$ cat config.mk
export PLATFORM = sky130hd
export DESIGN_NAME = coag_core
export DESIGN_NICKNAME = d
export VERILOG_FILES = /design/src/verilog/coag_pkg.sv /design/src/verilog/coag_alu.sv /design/src/verilog/coag_core.sv
export SDC_FILE = /design/constraint.sdc
export NUM_CORES = 1
export LEC_CHECK = 0
export BUFFER_PORTS_ARGS = -buffer_cell sky130_fd_sc_hd__buf_2
export CAP_MARGIN = 20
export CORE_MARGIN = 2
export CORE_UTILIZATION = 55
export CTS_CLUSTER_SIZE = 30
export DETAILED_ROUTE_END_ITERATION = 6
export PLACE_DENSITY = 0.76
export SYNTH_ARGS = -nofsm -noshare
export SYNTH_HDL_FRONTEND = slang
export SYNTH_SLANG_ARGS = --single-unit
$ cat constraint.sdc
create_clock -name i_ref_clk -period 8.1 [get_ports i_ref_clk]
set_clock_uncertainty 0.1 [all_clocks]
set_input_delay 1.215 -clock i_ref_clk [delete_from_list [all_inputs] [get_ports i_ref_clk]]
set_output_delay 1.215 -clock i_ref_clk [all_outputs]
set_load 0.01 [all_outputs]
$ cat src/verilog/coag_pkg.sv
// Summary of operation
// - accumulator mode: no operand bytes, operation acts on the accumulator
// - immediate mode: operand is the byte after the opcode, no further access
// - absolute mode: first operand byte is address low, second is high
// - zero page mode: one operand byte, high address byte forced to zero
// - indexed zero page: byte plus index modulo 256, stays in page zero
// - indexed absolute: X or Y added to the 16-bit operand address
// - implied mode: location follows from the opcode, no operand fetch
// - branches add a signed offset to the next-instruction program counter
// - pre-indexed indirect: byte plus X picks a page-zero pointer, low then high
// - post-indexed indirect: Y added to pointer low, carry into pointer high
// - absolute indirect: pointer bytes read and loaded into the program counter
// - clear or set carry, decimal, interrupt mask; clear overflow only
// - transfers accumulator to X and Y, back, stack pointer to X, X to it
// - push and pull the accumulator or the status on the stack
// - compare memory with accumulator, X or Y, only flags change
// - increment or decrement memory, X or Y by one
// - shift or rotate one bit, accumulator or memory
// - branches on carry, zero, negative and overflow, clear or set
// - subroutine call saves return address, return restores it, plain jump
package coag_pkg;
  localparam int DATA_W = 8;
  localparam int ADDR_W = 16;
  localparam logic [7:0] ZERO_PAGE = 8'h00;
  localparam logic [7:0] STACK_PAGE = 8'h01;
  localparam logic [7:0] BYTE_ONE = 8'h01;
  localparam logic [15:0] ADDR_ONE = 16'h0001;
  localparam logic [15:0] PC_RST = 16'h0000;
  localparam logic [7:0] SP_RST = 8'hff;
  localparam logic [7:0] ACC_RST = 8'h00;
  // irq mask set and the unused bit held high out of reset
  localparam logic [7:0] STATUS_RST = 8'h24;
  // status bit positions
  localparam int FLAG_C = 0;
  localparam int FLAG_Z = 1;
  localparam int FLAG_I = 2;
  localparam int FLAG_D = 3;
  localparam int FLAG_V = 6;
  localparam int FLAG_N = 7;
  // register select for the direct load port
  localparam logic [1:0] SEL_ACC = 2'h0;
  localparam logic [1:0] SEL_X = 2'h1;
  localparam logic [1:0] SEL_Y = 2'h2;
  localparam logic [1:0] SEL_SP = 2'h3;

  typedef enum logic [3:0] {
    mode_acc = 4'h0, mode_imm = 4'h1, mode_abs = 4'h2, mode_zp = 4'h3,
    mode_zpx = 4'h4, mode_zpy = 4'h5, mode_absx = 4'h6, mode_absy = 4'h7,
    mode_impl = 4'h8, mode_rel = 4'h9, mode_indx = 4'ha, mode_indy = 4'hb,
    mode_ind = 4'hc
  } coag_mode_t;

  typedef enum logic [5:0] {
    nop_op = 6'h00, carry_clear_op = 6'h01, carry_set_op = 6'h02,
    decimal_clear_op = 6'h03, decimal_set_op = 6'h04, irq_mask_clear_op = 6'h05,
    irq_mask_set_op = 6'h06, overflow_clear_op = 6'h07, acc_to_x_op = 6'h08,
    acc_to_y_op = 6'h09, x_to_acc_op = 6'h0a, y_to_acc_op = 6'h0b,
    sp_to_x_op = 6'h0c, x_to_sp_op = 6'h0d, push_acc_op = 6'h0e,
    pull_acc_op = 6'h0f, push_status_op = 6'h10, pull_status_op = 6'h11,
    compare_acc_op = 6'h12, compare_x_op = 6'h13, compare_y_op = 6'h14,
    mem_increment_op = 6'h15, mem_decrement_op = 6'h16, x_increment_op = 6'h17,
    x_decrement_op = 6'h18, y_increment_op = 6'h19, y_decrement_op = 6'h1a,
    shift_left_op = 6'h1b, shift_right_op = 6'h1c, rotate_left_op = 6'h1d,
    rotate_right_op = 6'h1e, branch_carry_clear = 6'h1f, branch_carry_set = 6'h20,
    branch_zero = 6'h21, branch_nonzero = 6'h22, branch_negative = 6'h23,
    branch_positive = 6'h24, branch_overflow_clear = 6'h25,
    branch_overflow_set = 6'h26, call_subroutine_op = 6'h27,
    return_sub_op = 6'h28, jump_op = 6'h29
  } coag_op_t;

  typedef enum logic [2:0] {
    alu_pass = 3'h0, alu_inc = 3'h1, alu_decr = 3'h2, alu_shl = 3'h3,
    alu_shr = 3'h4, alu_rotl = 3'h5, alu_rotr = 3'h6, alu_sub = 3'h7
  } coag_alu_t;

  typedef enum logic [3:0] {
    st_idle = 4'h0, st_oplo = 4'h1, st_ophi = 4'h2, st_ptrlo = 4'h3,
    st_ptrhi = 4'h4, st_read = 4'h5, st_exec = 4'h6, st_write = 4'h7,
    st_pushhi = 4'h8, st_pushlo = 4'h9, st_pulllo = 4'ha, st_pullhi = 4'hb
  } coag_state_t;
endpackage : coag_pkg

$ cat src/verilog/coag_alu.sv
`timescale 1ns/1ns
module coag_alu
  import coag_pkg::*;
#(
  parameter int WIDTH = DATA_W
) (
  // function and operands
  input wire coag_alu_t i_fn,
  input wire logic [WIDTH-1:0] i_val,
  input wire logic [WIDTH-1:0] i_ref,
  input wire logic i_carry,
  // result and flags
  output logic [WIDTH-1:0] o_res,
  output logic o_carry,
  output logic o_neg,
  output logic o_zero
);
  logic [WIDTH:0] diff;

  if (WIDTH < 2) begin : g_bad_width
    $error("coag_alu needs at least two bits");
  end

  // compare subtracts without storing; carry set means no borrow
  assign diff = {1'b0, i_ref} - {1'b0, i_val};

  // one-bit shifts pull the old carry in on rotates only
  always_comb begin
    o_res = i_val;
    o_carry = i_carry;
    unique case (i_fn)
      alu_pass: o_res = i_val;
      alu_inc: o_res = i_val + WIDTH'(1);
      alu_decr: o_res = i_val - WIDTH'(1);
      alu_shl: {o_carry, o_res} = {i_val, 1'b0};
      alu_shr: {o_res, o_carry} = {1'b0, i_val};
      alu_rotl: {o_carry, o_res} = {i_val, i_carry};
      alu_rotr: {o_res, o_carry} = {i_carry, i_val};
      alu_sub: begin
        o_res = diff[WIDTH-1:0];
        o_carry = ~diff[WIDTH];
      end
    endcase
  end

  assign o_neg = o_res[WIDTH-1];
  assign o_zero = (o_res == '0);
endmodule : coag_alu

$ cat src/verilog/coag_core.sv
`timescale 1ns/1ns
module coag_core
  import coag_pkg::*;
#(
  parameter int DW = DATA_W,
  parameter int AW = ADDR_W
) (
  // clock and reset
  input wire logic i_ref_clk,
  input wire logic i_rst_n,
  // decoded instruction request
  input wire logic i_start,
  input wire coag_op_t i_op,
  input wire coag_mode_t i_mode,
  output logic o_busy,
  output logic o_done,
  // direct register loads, honoured only while idle
  input wire logic i_pc_load,
  input wire logic [AW-1:0] i_pc_val,
  input wire logic i_reg_load,
  input wire logic [1:0] i_reg_sel,
  input wire logic [DW-1:0] i_reg_val,
  // byte-wide memory, read data valid in the cycle of the read strobe
  output logic [AW-1:0] o_mem_addr,
  output logic o_mem_rd,
  output logic o_mem_wr,
  output logic [DW-1:0] o_mem_wdata,
  input wire logic [DW-1:0] i_mem_rdata,
  // programmer-visible state
  output logic [AW-1:0] o_pc,
  output logic [DW-1:0] o_acc,
  output logic [DW-1:0] o_x,
  output logic [DW-1:0] o_y,
  output logic [DW-1:0] o_sp,
  output logic [DW-1:0] o_status,
  output logic [AW-1:0] o_ea
);
  coag_state_t state_r, state_nxt;
  coag_op_t op_r;
  coag_mode_t mode_r;
  logic [AW-1:0] pc_r, ea_r, ptr_r;
  logic [DW-1:0] acc_r, x_r, y_r, sp_r, status_r, lo_r, val_r;
  logic done_r;
  logic [DW-1:0] idx, alu_val, alu_ref, alu_res;
  logic [DW:0] indy_sum;
  logic alu_c, alu_n, alu_z, idle, taken;
  coag_alu_t alu_fn;

  if (DW != 8 || AW != 16) begin : g_bad_width
    $error("coag_core serves only 8-bit data and 16-bit addresses");
  end

  // modes that carry a single operand byte
  function automatic logic one_byte(coag_mode_t m);
    one_byte = m inside {mode_imm, mode_zp, mode_zpx, mode_zpy, mode_rel,
                         mode_indx, mode_indy};
  endfunction : one_byte

  // ops that need the byte at the effective address
  function automatic logic reads_mem(coag_op_t op, coag_mode_t m);
    reads_mem = op inside {compare_acc_op, compare_x_op, compare_y_op,
                           mem_increment_op, mem_decrement_op} ||
                (op inside {shift_left_op, shift_right_op, rotate_left_op,
                            rotate_right_op} && m != mode_acc);
  endfunction : reads_mem

  // ops whose result goes back to memory
  function automatic logic writes_mem(coag_op_t op, coag_mode_t m);
    writes_mem = reads_mem(op, m) && !(op inside {compare_acc_op, compare_x_op,
                                                  compare_y_op});
  endfunction : writes_mem

  function automatic logic sets_nz(coag_op_t op);
    sets_nz = op inside {acc_to_x_op, acc_to_y_op, x_to_acc_op, y_to_acc_op,
                         sp_to_x_op, compare_acc_op, compare_x_op, compare_y_op,
                         mem_increment_op, mem_decrement_op, x_increment_op,
                         x_decrement_op, y_increment_op, y_decrement_op,
                         shift_left_op, shift_right_op, rotate_left_op,
                         rotate_right_op};
  endfunction : sets_nz

  function automatic logic br_taken(coag_op_t op, logic [7:0] p);
    case (op)
      branch_carry_clear: br_taken = !p[FLAG_C];
      branch_carry_set: br_taken = p[FLAG_C];
      branch_zero: br_taken = p[FLAG_Z];
      branch_nonzero: br_taken = !p[FLAG_Z];
      branch_negative: br_taken = p[FLAG_N];
      branch_positive: br_taken = !p[FLAG_N];
      branch_overflow_clear: br_taken = !p[FLAG_V];
      branch_overflow_set: br_taken = p[FLAG_V];
      default: br_taken = 1'b0;
    endcase
  endfunction : br_taken

  assign idle = (state_r == st_idle);
  assign idx = (mode_r inside {mode_zpy, mode_absy, mode_indy}) ? y_r : x_r;
  assign indy_sum = {1'b0, lo_r} + {1'b0, y_r};
  assign taken = br_taken(op_r, status_r);

  // sequencer: only the bytes that a mode needs are fetched
  always_comb begin
    state_nxt = state_r;
    unique case (state_r)
      st_idle: if (i_start) state_nxt = (i_mode inside {mode_acc, mode_impl}) ?
                                         st_exec : st_oplo;
      st_oplo: begin
        if (!one_byte(mode_r)) state_nxt = st_ophi;
        else if (mode_r inside {mode_indx, mode_indy}) state_nxt = st_ptrlo;
        else if (mode_r inside {mode_imm, mode_rel}) state_nxt = st_exec;
        else state_nxt = reads_mem(op_r, mode_r) ? st_read : st_exec;
      end
      st_ophi: begin
        if (mode_r == mode_ind) state_nxt = st_ptrlo;
        else state_nxt = reads_mem(op_r, mode_r) ? st_read : st_exec;
      end
      st_ptrlo: state_nxt = st_ptrhi;
      st_ptrhi: begin
        if (mode_r == mode_ind) state_nxt = st_idle;
        else state_nxt = reads_mem(op_r, mode_r) ? st_read : st_exec;
      end
      st_read: state_nxt = st_exec;
      st_exec: begin
        if (writes_mem(op_r, mode_r)) state_nxt = st_write;
        else if (op_r inside {push_acc_op, push_status_op}) state_nxt = st_pushlo;
        else if (op_r == call_subroutine_op) state_nxt = st_pushhi;
        else if (op_r inside {pull_acc_op, pull_status_op, return_sub_op})
          state_nxt = st_pulllo;
        else state_nxt = st_idle;
      end
      st_write: state_nxt = st_idle;
      st_pushhi: state_nxt = st_pushlo;
      st_pushlo: state_nxt = st_idle;
      st_pulllo: state_nxt = (op_r == return_sub_op) ? st_pullhi : st_idle;
      st_pullhi: state_nxt = st_idle;
      default: state_nxt = st_idle;
    endcase
  end

  always_ff @(posedge i_ref_clk) begin
    if (!i_rst_n) state_r <= st_idle;
    else state_r <= state_nxt;
  end

  // request capture; a start while busy is ignored
  always_ff @(posedge i_ref_clk) begin
    if (!i_rst_n) begin
      op_r <= nop_op;
      mode_r <= mode_impl;
    end else if (idle && i_start) begin
      op_r <= i_op;
      mode_r <= i_mode;
    end
  end

  // done marks the cycle after the last step of an instruction
  always_ff @(posedge i_ref_clk) begin
    if (!i_rst_n) done_r <= 1'b0;
    else done_r <= !idle && (state_nxt == st_idle);
  end

  // operand bytes, pointers and effective address
  always_ff @(posedge i_ref_clk) begin
    if (!i_rst_n) begin
      lo_r <= '0;
      ptr_r <= '0;
      ea_r <= '0;
    end else begin
      unique case (state_r)
        st_oplo: begin
          lo_r <= i_mem_rdata;
          if (mode_r == mode_zp) ea_r <= {ZERO_PAGE, i_mem_rdata};
          if (mode_r inside {mode_zpx, mode_zpy})
            ea_r <= {ZERO_PAGE, i_mem_rdata + idx};
          if (mode_r == mode_indx) ptr_r <= {ZERO_PAGE, i_mem_rdata + x_r};
          if (mode_r == mode_indy) ptr_r <= {ZERO_PAGE, i_mem_rdata};
        end
        st_ophi: begin
          if (mode_r == mode_abs) ea_r <= {i_mem_rdata, lo_r};
          // full 16-bit add, so a page crossing reaches the next page
          if (mode_r inside {mode_absx, mode_absy})
            ea_r <= {i_mem_rdata, lo_r} + {ZERO_PAGE, idx};
          if (mode_r == mode_ind) ptr_r <= {i_mem_rdata, lo_r};
        end
        st_ptrlo: lo_r <= i_mem_rdata;
        st_ptrhi: begin
          if (mode_r == mode_indx) ea_r <= {i_mem_rdata, lo_r};
          if (mode_r == mode_indy)
            ea_r <= {i_mem_rdata + {7'h00, indy_sum[DW]}, indy_sum[DW-1:0]};
        end
        st_pulllo: lo_r <= i_mem_rdata;
        default: ;
      endcase
    end
  end

  // operand value; exec leaves the modified byte here for the write
  always_ff @(posedge i_ref_clk) begin
    if (!i_rst_n) val_r <= '0;
    else if (state_r == st_read || (state_r == st_oplo && one_byte(mode_r)))
      val_r <= i_mem_rdata;
    else if (state_r == st_exec) val_r <= alu_res;
  end

  // alu source and function per operation
  always_comb begin
    alu_fn = alu_pass;
    alu_val = val_r;
    alu_ref = acc_r;
    unique case (op_r)
      acc_to_x_op, acc_to_y_op: alu_val = acc_r;
      x_to_acc_op, x_to_sp_op: alu_val = x_r;
      y_to_acc_op: alu_val = y_r;
      sp_to_x_op: alu_val = sp_r;
      compare_acc_op: alu_fn = alu_sub;
      compare_x_op: begin
        alu_fn = alu_sub;
        alu_ref = x_r;
      end
      compare_y_op: begin
        alu_fn = alu_sub;
        alu_ref = y_r;
      end
      mem_increment_op: alu_fn = alu_inc;
      mem_decrement_op: alu_fn = alu_decr;
      x_increment_op, x_decrement_op: begin
        alu_fn = (op_r == x_increment_op) ? alu_inc : alu_decr;
        alu_val = x_r;
      end
      y_increment_op, y_decrement_op: begin
        alu_fn = (op_r == y_increment_op) ? alu_inc : alu_decr;
        alu_val = y_r;
      end
      shift_left_op, shift_right_op, rotate_left_op, rotate_right_op: begin
        alu_fn = (op_r == shift_left_op) ? alu_shl : (op_r == shift_right_op) ?
                 alu_shr : (op_r == rotate_left_op) ? alu_rotl : alu_rotr;
        alu_val = (mode_r == mode_acc) ? acc_r : val_r;
      end
      default: ;
    endcase
  end

  coag_alu #(.WIDTH(DW)) u_alu (
    .i_fn(alu_fn),
    .i_val(alu_val),
    .i_ref(alu_ref),
    .i_carry(status_r[FLAG_C]),
    .o_res(alu_res),
    .o_carry(alu_c),
    .o_neg(alu_n),
    .o_zero(alu_z)
  );

  // program counter
  always_ff @(posedge i_ref_clk) begin
    if (!i_rst_n) pc_r <= PC_RST;
    else if (idle && i_pc_load) pc_r <= i_pc_val;
    else if (state_r inside {st_oplo, st_ophi}) pc_r <= pc_r + ADDR_ONE;
    else if (state_r == st_ptrhi && mode_r == mode_ind)
      pc_r <= {i_mem_rdata, lo_r};
    else if (state_r == st_exec && taken)
      pc_r <= pc_r + {{DW{val_r[DW-1]}}, val_r};
    else if (state_r == st_exec && op_r == jump_op) pc_r <= ea_r;
    else if (state_r == st_pushlo && op_r == call_subroutine_op) pc_r <= ea_r;
    else if (state_r == st_pullhi) pc_r <= {i_mem_rdata, lo_r};
  end

  // accumulator
  always_ff @(posedge i_ref_clk) begin
    if (!i_rst_n) acc_r <= ACC_RST;
    else if (idle && i_reg_load && i_reg_sel == SEL_ACC) acc_r <= i_reg_val;
    else if (state_r == st_pulllo && op_r == pull_acc_op) acc_r <= i_mem_rdata;
    else if (state_r == st_exec && (op_r inside {x_to_acc_op, y_to_acc_op} ||
             (mode_r == mode_acc && writes_mem(op_r, mode_impl))))
      acc_r <= alu_res;
  end

  // index registers
  always_ff @(posedge i_ref_clk) begin
    if (!i_rst_n) x_r <= ACC_RST;
    else if (idle && i_reg_load && i_reg_sel == SEL_X) x_r <= i_reg_val;
    else if (state_r == st_exec && op_r inside {acc_to_x_op, sp_to_x_op,
             x_increment_op, x_decrement_op}) x_r <= alu_res;
  end

  always_ff @(posedge i_ref_clk) begin
    if (!i_rst_n) y_r <= ACC_RST;
    else if (idle && i_reg_load && i_reg_sel == SEL_Y) y_r <= i_reg_val;
    else if (state_r == st_exec && op_r inside {acc_to_y_op, y_increment_op,
             y_decrement_op}) y_r <= alu_res;
  end

  // stack pointer: push stores then decrements, pull increments then reads
  always_ff @(posedge i_ref_clk) begin
    if (!i_rst_n) sp_r <= SP_RST;
    else if (idle && i_reg_load && i_reg_sel == SEL_SP) sp_r <= i_reg_val;
    else if (state_r == st_exec && op_r == x_to_sp_op) sp_r <= x_r;
    else if (state_r inside {st_pushhi, st_pushlo}) sp_r <= sp_r - BYTE_ONE;
    else if (state_r inside {st_pulllo, st_pullhi}) sp_r <= sp_r + BYTE_ONE;
  end

  // status flags; the transfer into the stack pointer leaves them alone
  always_ff @(posedge i_ref_clk) begin
    if (!i_rst_n) status_r <= STATUS_RST;
    else if (state_r == st_pulllo && op_r == pull_status_op)
      status_r <= i_mem_rdata;
    else if (state_r == st_pulllo && op_r == pull_acc_op) begin
      status_r[FLAG_N] <= i_mem_rdata[DW-1];
      status_r[FLAG_Z] <= (i_mem_rdata == '0);
    end else if (state_r == st_exec) begin
      unique case (op_r)
        carry_clear_op: status_r[FLAG_C] <= 1'b0;
        carry_set_op: status_r[FLAG_C] <= 1'b1;
        decimal_clear_op: status_r[FLAG_D] <= 1'b0;
        decimal_set_op: status_r[FLAG_D] <= 1'b1;
        irq_mask_clear_op: status_r[FLAG_I] <= 1'b0;
        irq_mask_set_op: status_r[FLAG_I] <= 1'b1;
        overflow_clear_op: status_r[FLAG_V] <= 1'b0;
        default: status_r[FLAG_C] <= (alu_fn inside {alu_shl, alu_shr, alu_rotl,
                                      alu_rotr, alu_sub}) ? alu_c : status_r[FLAG_C];
      endcase
      if (sets_nz(op_r)) begin
        status_r[FLAG_N] <= alu_n;
        status_r[FLAG_Z] <= alu_z;
      end
    end
  end

  // memory strobes are decoded from the current step, so they last one cycle
  always_comb begin
    o_mem_addr = pc_r;
    o_mem_wdata = val_r;
    unique case (state_r)
      st_ptrlo: o_mem_addr = ptr_r;
      st_ptrhi: o_mem_addr = (mode_r == mode_ind) ? ptr_r + ADDR_ONE :
                             {ZERO_PAGE, ptr_r[DW-1:0] + BYTE_ONE};
      st_read, st_write: o_mem_addr = ea_r;
      st_pushhi: begin
        o_mem_addr = {STACK_PAGE, sp_r};
        o_mem_wdata = pc_r[AW-1:DW];
      end
      st_pushlo: begin
        o_mem_addr = {STACK_PAGE, sp_r};
        o_mem_wdata = (op_r == push_acc_op) ? acc_r :
                      (op_r == push_status_op) ? status_r : pc_r[DW-1:0];
      end
      st_pulllo, st_pullhi: o_mem_addr = {STACK_PAGE, sp_r + BYTE_ONE};
      default: ;
    endcase
  end

  assign o_mem_rd = state_r inside {st_oplo, st_ophi, st_ptrlo, st_ptrhi, st_read,
                                    st_pulllo, st_pullhi};
  assign o_mem_wr = state_r inside {st_write, st_pushhi, st_pushlo};
  assign o_busy = !idle;
  assign o_done = done_r;
  assign o_pc = pc_r;
  assign o_acc = acc_r;
  assign o_x = x_r;
  assign o_y = y_r;
  assign o_sp = sp_r;
  assign o_status = status_r;
  assign o_ea = ea_r;
endmodule : coag_core

==> metrics, run 1 <==
status=finished clean; Hold Path Origin=ptr_r[15]; port bufs=between 100 and 150; Routed WL=51,100 µm; met3 WL post-DR=between 7000 and 8000 µm; grt ovf=0; post-CTS sizing=0; Clk pwr share=0.228; Area contributors post-synth=dfxtp_1 (20%), a21oi_1 (6.9%), ha_1 (6.8%), nand2_1 (6.8%), nor2_1 (5.2%); largest net degree at the start of global routing=57; crit path from=op_r[4]; antenna cells=0; Gate Count Post-Synth=1,682; PwrDens=263 nW/µm²; DIE AREA=roughly 23,000 µm²; antenna-violating nets left=0; Lkg Pwr=5.45 nW; Final #Nets=between 1.5k and 2k; Tcrit/Tclk final=0.655; Metal-1 WL=~20,000 µm; Synth Area in Adders=0.0802; CTS tree=yes; R2R Path Start=op_r[4]; normalized max-slew margin=0.199; peak supply drop=around 150 µV; Worst Path Arrival=between 5 and 6 ns; initial antenna violation count=0; Fin. Hold Viols=0; Compound-Gate Fraction of Synth Area=0.319; Yosys top cell area share=0.200; Seq pwr share=0.271; RSZ-0062 raised after global routing=no; crit path launch type=flip-flop; area grow syn2layout=11.8%; xor and xnor area share after synthesis=0.0611; Synthesis Warnings=0; Initial DRC Count=~2.5k; Async SR Flop Fraction=0; FF+latch count, synth=about 120; Post-DP HPWL=37,300 µm; Filler cells=around 2.0k; layout cells sized above 1=0.138; area of the multi-input gates=8840 µm²; Num CTS Buffers=17; GRT Total Usage=0.439; Finish-stage setup viols=0; Detailed Routing Iterations Pass 1=7; Synth Area in Simple Gates=0.236; ys flop type=dfxtp_1; total power=roughly 0.0035 W; die width=about 150 µm; CORE AREA=between 20,000 and 25,000 µm²; DRC viols=0; length of routed met2 wiring=slightly above 20,000 µm; Seq/Total Area, Yosys=0.200; Synth cell types=87; Reg area=2380 µm²; largest family of logic cells by synthesized area=compound AO/OA/AOI/OAI gates; Post-synth EDFFs=0; H-tree depth=4; min Tclk post-route=approximately 5.3 ns; WP data required=around 8.4 ns; Max Fclk=about 190 MHz; combinational power share=0.501; Switch Pwr=around 0.0017 W; Worst-Skew Late Latency=~0.43 ns; hold-fix buffers at CTS=0; Root Driver=clkbuf_16; Crit. End Element=flip-flop; first-pass GRT wire length=75,400 µm; Via Count=~14k; clock slew at reported path FFs=around 0.07 ns; internal power=between 0.0015 and 0.002 W; I/O pin cnt=149; Worst Hold Class=flip-flop to flip-flop; mux contribution to synthesized area=0.0456; Sw Ratio=0.492; final std cells w/o fill=just over 2k; Post-Syn Area per Cell=around 7 µm²; crit-path max FO=27; Die Ht=151 µm; Max Buffers Root-to-Sink=2; Slew Limit Fails=0; num rows=53; syn_nets=approximately 1.8k; Worst-Margin Slew=~1.2 ns; total clock sinks=roughly 120; Syn Std Cell Area=roughly 12,000 µm²; vias in the first global route=~13k; Max Used Layer=met4; cell taking the most area after synthesis=dfxtp_1; Initial Util=0.562; WL/cell=25.0 µm; Crit Path Category=flip-flop to flip-flop; # Max-Cap Violations=0; total negative setup slack=0 ns; dpl cells=between 2k and 2.5k; post-CTS setup buffers=0; GPL Wtd Cong=about 1.0; Vias/cell=6.96
-- critical path: stages, from the launching register on --
cell      delay [ns]
dfxtp_1         0.91
xnor2_1         0.23
o32ai_2         0.70
a221oi_2        0.16
or4b_1          0.44
ha_1            0.25
inv_1           0.06
fa_1            0.40
xnor2_1         0.19
o22ai_1         0.10
a211oi_1        0.98
nand2_1         0.08
or4_1           0.45
o31ai_2         0.17
-- power by group through the flow --
stage	logic (W)	registers (W)	clock network [W]
after floorplan	0.00119	0.000824	0
after global placement	0.00165	0.000936	0
after detailed placement	0.00168	0.000941	0
after CTS	0.00169	0.000928	0.000798
after global routing	0.00188	0.000951	0.000823
final	0.00175	0.000948	0.000799
-- state kept, by name, summed over array words and instances, names as in the netlist, 6 cells and up --
| register | flops |
|---|---|
| o_ea | 16 |
| o_pc | 16 |
| o_x | 8 |
| op_r | 6 |
| o_acc | 8 |
| o_sp | 8 |
| lo_r | 8 |
| o_status | 8 |
| o_y | 8 |
| ptr_r | 16 |
| val_r | 8 |
-- logic make-up after synthesis --
| group | count (synthesis) |
|---|---|
| AND/OR/NAND/NOR | 606 |
| AO/OA/AOI/OAI | 576 |
| buffers and inverters | 173 |
| flip-flops | 119 |
| XOR/XNOR | 83 |
| adder cells (fa/ha/maj) | 72 |
| multiplexers | 53 |
-- path summary, 6_finish.rpt --
check	endpoint	slack, ns	cells after the start
min reg2reg	ptr_r[15]	0.40	2
max reg2reg	o_status[1]	2.79	13
min	ptr_r[15]	0.40	2
max	o_status[1]	2.79	13
-- routing by layer --
| metal | global-route usage | up-vias |
|---|---|---|
| li1 | - | 6346 |
| met1 | 0.624 | 6542 |
| met2 | 0.623 | 1142 |
| met3 | 0.108 | 203 |
| met4 | 0.196 | 0 |
| met5 | 0 | - |
-- layout by cell type (no fill, tap or decap), drive strengths merged, types with 20 or more instances in the layout --
cell,netlist,routed
buf,22,174
nand3,48,48
nand2b,20,20
dfxtp,119,119
nand2,216,216
and3,26,26
xnor2,56,56
ha,65,65
nor2,165,165
inv,55,62
a22oi,38,38
a21oi,166,166
a31oi,26,26
nor3,26,26
xor2,27,27
o22ai,21,21
o211ai,38,38
mux2i,44,44
and2,24,24
o21ai,112,112
a211oi,20,20
-- stage by stage --
stage	hold slack, ns	area (µm²)	setup WS (ns)	utilization
6_report	0.403	13300	2.79	0.629
5_1_grt	0.431	13300	2.66	0.629
4_1_cts	0.405	13300	3.03	0.628
3_3_place_gp	0.394	12700	3.14	0.600
3_5_place_dp	0.397	12700	3.05	0.600
2_1_floorplan	0.356	11900	3.25	-
-- synthesized netlist by cell type (7+ instances only) --
cell type / number
o31ai_1: 8
a222oi_1: 14
fa_1: 7
nand4_1: 12
nand3_1: 48
nand2b_1: 20
a211oi_1: 18
o21ai_0: 106
a31oi_1: 25
mux2i_1: 44
mux2_2: 9
nor4_1: 12
clkbuf_1: 95
a22o_1: 7
o22ai_1: 20
nor2_1: 165
xor2_1: 27
inv_1: 54
a21o_1: 17
dfxtp_1: 119
o211ai_1: 38
o21bai_1: 12
a22oi_1: 38
buf_2: 12
a21oi_1: 164
or3_1: 11
nand2_1: 215
nor2b_1: 13
and2_1: 22
xnor2_1: 56
a221oi_1: 17
o21a_1: 10
o221ai_1: 9
and3_1: 26
ha_1: 65
nor3_1: 26
buf_1: 7
-- final cells by class --
| class | count | area share |
|---|---|---|
| clock buffer | 17 | 0.0320 |
| inverter | 56 | 0.0158 |
| sequential | 119 | 0.179 |
| multi-input combinational | 1390 | 0.665 |
| clock inverter | 15 | 0.0126 |
| timing repair buffer | 174 | 0.0698 |
| tap | 275 | 0.0259 |
No activity file was read; power rests on OpenSTA's default activity.
==> run 2: changes to the inputs <==
--- a/config.mk
+++ b/config.mk
@@ -5,13 +5,14 @@
 export SDC_FILE = /design/constraint.sdc
 export NUM_CORES = 1
 export LEC_CHECK = 0
+export ABC_AREA = 1
 export BUFFER_PORTS_ARGS = -buffer_cell sky130_fd_sc_hd__buf_2
 export CAP_MARGIN = 20
 export CORE_MARGIN = 2
-export CORE_UTILIZATION = 55
+export CORE_UTILIZATION = 54
 export CTS_CLUSTER_SIZE = 30
 export DETAILED_ROUTE_END_ITERATION = 6
-export PLACE_DENSITY = 0.76
+export PLACE_DENSITY = 0.78
 export SYNTH_ARGS = -nofsm -noshare
 export SYNTH_HDL_FRONTEND = slang
 export SYNTH_SLANG_ARGS = --single-unit
==> constraint.sdc (replaced) <==
create_clock -name i_ref_clk -period 4.5 [get_ports i_ref_clk]
set_clock_uncertainty 0.1 [all_clocks]
set_input_delay 0.675 -clock i_ref_clk [delete_from_list [all_inputs] [get_ports i_ref_clk]]
set_output_delay 0.675 -clock i_ref_clk [all_outputs]
set_load 0.01 [all_outputs]
==> run 2 against run 1 <==
The run now ends with DRC left. First-iteration DRC count shrank 23%. Final cell count grew 15%. Combinational power grew 120%. Worst hold slack lost 0.033 ns. Global-route usage shrank 0.19 points. Wire length grew 0.39%. Critical path depth grew 16. Count of clock-buffer cells in the layout is the same. Total power grew 100%. Final area grew 1.5%. Via count grew 4.9%. Die area grew 0.88%. Critical endpoint unchanged. Largest power group unchanged.
==> metrics, run 2 <==
WP data required=4.76 ns (was 8.35 ns); port bufs=148 (unchanged); Finish-stage setup viols=0 (unchanged); Area contributors post-synth=dfxtp_1 (20%), nand2_1 (13%), o21ai_0 (9.1%), a21oi_1 (7.7%), inv_1 (7.2%) (was dfxtp_1 (20%), a21oi_1 (6.9%), ha_1 (6.8%), nand2_1 (6.8%), nor2_1 (5.2%)); Post-synth EDFFs=0 (unchanged); GPL Wtd Cong=1.04 (was 1.03); Worst Hold Class=flip-flop to flip-flop (unchanged); Detailed Routing Iterations Pass 1=7 (unchanged); Final #Nets=2,175 (was 1,879); Crit Path Category=flip-flop to flip-flop (unchanged); Post-DP HPWL=39,100 µm (was 37,300 µm); clock slew at reported path FFs=0.07 ns (about the same); critical path's largest stage delay=0.42 ns (was 0.98 ns); placed cell areas=12,800 µm² (was 12,700 µm²); CTS tree=yes (unchanged); Metal-1 WL=19,500 µm (was 20,400 µm); total negative setup slack=0 ns (unchanged); crit path launch type=flip-flop (unchanged); Fin. Hold Viols=0 (unchanged); Max Buffers Root-to-Sink=2 (unchanged); Syn Std Cell Area=11,800 µm² (was 11,900 µm²); Max Fclk=238 MHz (was 188 MHz); grt ovf=0 (unchanged); commonest non-fill, non-tap cell in the layout=nand2_1 (unchanged); ys flop type=dfxtp_1 (unchanged); DRC viols=10 (was 0); Worst Hold Path Cells=2 (unchanged); Hold Path Origin=ptr_r[6] (was ptr_r[15]); Num CTS Buffers=17 (unchanged); Via Count=14.9k (was 14.2k); met3 WL post-DR=7040 µm (was 7510 µm); worst r2r path cells=29 (was 13); area of the multi-input gates=8220 µm² (was 8840 µm²); Routed WL=51,300 µm (was 51,100 µm); total clock sinks=119 (unchanged); peak supply drop=302 µV (was 151 µV); combinational power share=0.558 (was 0.501); R2R Path Start=op_r[1] (was op_r[4]); hold-fix buffers at CTS=0 (unchanged); Tcrit/Tclk final=0.934 (was 0.655); Slew Limit Fails=0 (unchanged); crit path from=op_r[1] (was op_r[4]); first-pass GRT wire length=75,800 µm (was 75,400 µm); normalized max-slew margin=0.288 (was 0.199); # Max-Cap Violations=0 (unchanged); stages on the worst setup path=29 (was 13); Vias/cell=6.36 (was 6.96); area grow syn2layout=14.5% (was 11.8%); Clk pwr share=0.196 (was 0.228); DP Worst Slack=0.275 ns (was 3.05 ns); Worst-Skew Late Latency=0.44 ns (was 0.43 ns); Worst Path Arrival=4.46 ns (was 5.56 ns); H-tree depth=4 (unchanged); antenna-violating nets left=0 (unchanged); Die Ht=152 µm (was 151 µm); vias in the first global route=13.1k (was 12.5k); antenna cells=0 (unchanged); Switch Pwr=0.00369 W (was 0.00172 W); Synthesis Warnings=0 (unchanged); CORE AREA=21,600 µm² (was 21,200 µm²); Reg area=2380 µm² (unchanged); CP max-delay cell=dfxtp_1 (was a211oi_1); crit-path max FO=8 (was 27); Root Driver=clkbuf_16 (unchanged); Yosys top cell area share=0.202 (was 0.200); failing checks=DRC; Post-Syn Area per Cell=6.14 µm² (was 7.07 µm²); length of routed met2 wiring=21,400 µm (was 20,700 µm); cell taking the most area after synthesis=dfxtp_1 (unchanged); largest net degree at the start of global routing=70 (was 57); Max Used Layer=met4 (unchanged); Synth cell types=62 (was 87); Crit. End Element=flip-flop (unchanged); die width=152 µm (was 151 µm); Initial DRC Count=1,890 (was 2,453); FF+latch count, synth=119 (unchanged); RSZ-0062 raised after global routing=no (unchanged); internal power=0.00334 W (was 0.00178 W); Worst Path Buf+Inv=3 (was 1); Seq pwr share=0.245 (was 0.271); Initial Util=0.545 (was 0.562); Most Frequent Cell on Critical Path=nand2_1 (was xnor2_1); PwrDens=521 nW/µm² (was 263 nW/µm²); Final WS setup=0.298 ns (was 2.79 ns); status=finished, violations left (was finished clean); DIE AREA=23,000 µm² (was 22,800 µm²); synth cell count leaders=nand2_1 (414), inv_1 (225), o21ai_0 (215) (was nand2_1 (215), nor2_1 (165), a21oi_1 (164)); WL/cell=21.9 µm (was 25.0 µm); GRT Total Usage=0.437 (was 0.439); Final Cell Area=13,500 µm² (was 13,300 µm²); Async SR Flop Fraction=0 (unchanged); cell family with most CP delay=simple AND/OR/NAND/NOR gates (was compound AO/OA/AOI/OAI gates); Lkg Pwr=6.20 nW (was 5.45 nW); most frequent cells in the layout=nand2_1 (412), inv_1 (225), o21ai_0 (215) (was nand2_1 (215), nor2_1 (164), a21oi_1 (164)); dpl cells=2,310 (was 2,010); final std cells w/o fill=2,347 (was 2,046); most common cell in the synthesized netlist=nand2_1 (unchanged); Gate Count Post-Synth=1,918 (was 1,682); Sw Ratio=0.525 (was 0.492); layout cells sized above 1=0.139 (was 0.138); num rows=54 (was 53); Filler cells=2,154 (was 2,042); I/O pin cnt=149 (unchanged); Worst-Margin Slew=1.06 ns (was 1.19 ns); Seq/Total Area, Yosys=0.202 (was 0.200); initial antenna violation count=2 (was 0); min Tclk post-route=4.20 ns (was 5.31 ns); syn_nets=2,039 (was 1,803)
-- run 2: worst reg2reg max path, delay by kind of cell (launching register included) --
family                   cells  cell delay (ns)
adder cells (fa/ha/maj)      2             0.55
buffers and inverters        3             0.16
AND/OR/NAND/NOR             20             2.41
AO/OA/AOI/OAI                4             0.50
flip-flops                   1             0.42
-- run 2: repair_timing --
item | CTS | global route
setup endpoints to repair | 0 | 2
gates resized for setup | 0 | 10
buffers inserted | 0 | 5
-- run 2: worst paths after layout --
check	slack [ns]	end
worst max register to register	0.30	o_status[1]
worst min-delay path	0.37	ptr_r[6]
worst max-delay path	0.30	o_status[1]
worst min register to register	0.37	ptr_r[6]
-- run 2: logic make-up (layout without fill, tap and decap cells) --
kind of cell             Yosys count  count (layout)  synth area share
multiplexers                       1               1          0.000956
buffers and inverters            325             474             0.106
XOR/XNOR                          49              49            0.0364
AND/OR/NAND/NOR                  747             747             0.272
AO/OA/AOI/OAI                    605             605             0.302
flip-flops                       119             119             0.202
adder cells (fa/ha/maj)           72              72            0.0809
-- run 2: area by class of cell --
type,count,share of cell area
multi-input combinational,1474,0.609
sequential,119,0.177
timing repair buffer,181,0.0732
inverter,261,0.0730
clock buffer,17,0.0315
tap,280,0.0260
clock inverter,15,0.0108
-- run 2: power by group through the flow --
stage / Clock [W] / Sequential [W] / Combinational [W]
2_1_floorplan: 0 / 0.00160 / 0.00255
3_3_place_gp: 0 / 0.00171 / 0.00370
3_5_place_dp: 0 / 0.00171 / 0.00375
4_1_cts: 0.00137 / 0.00169 / 0.00377
5_1_grt: 0.00141 / 0.00173 / 0.00428
6_report: 0.00138 / 0.00172 / 0.00392
-- run 2: metrics by stage --
stage | util | hold slack [ns] | power [W]
after floorplan | - | 0.345 | 0.00415
after global routing | 0.624 | 0.401 | 0.00742
final | 0.624 | 0.370 | 0.00703
after CTS | 0.620 | 0.365 | 0.00683
after detailed placement | 0.594 | 0.355 | 0.00546
after global placement | 0.594 | 0.355 | 0.00541
-- run 2: per-layer routing --
layer / track usage / vias to the layer above
met5: 0 / -
met4: 0.244 / 0
met3: 0.0988 / 236
met2: 0.664 / 1067
met1: 0.571 / 6736
li1: - / 6887
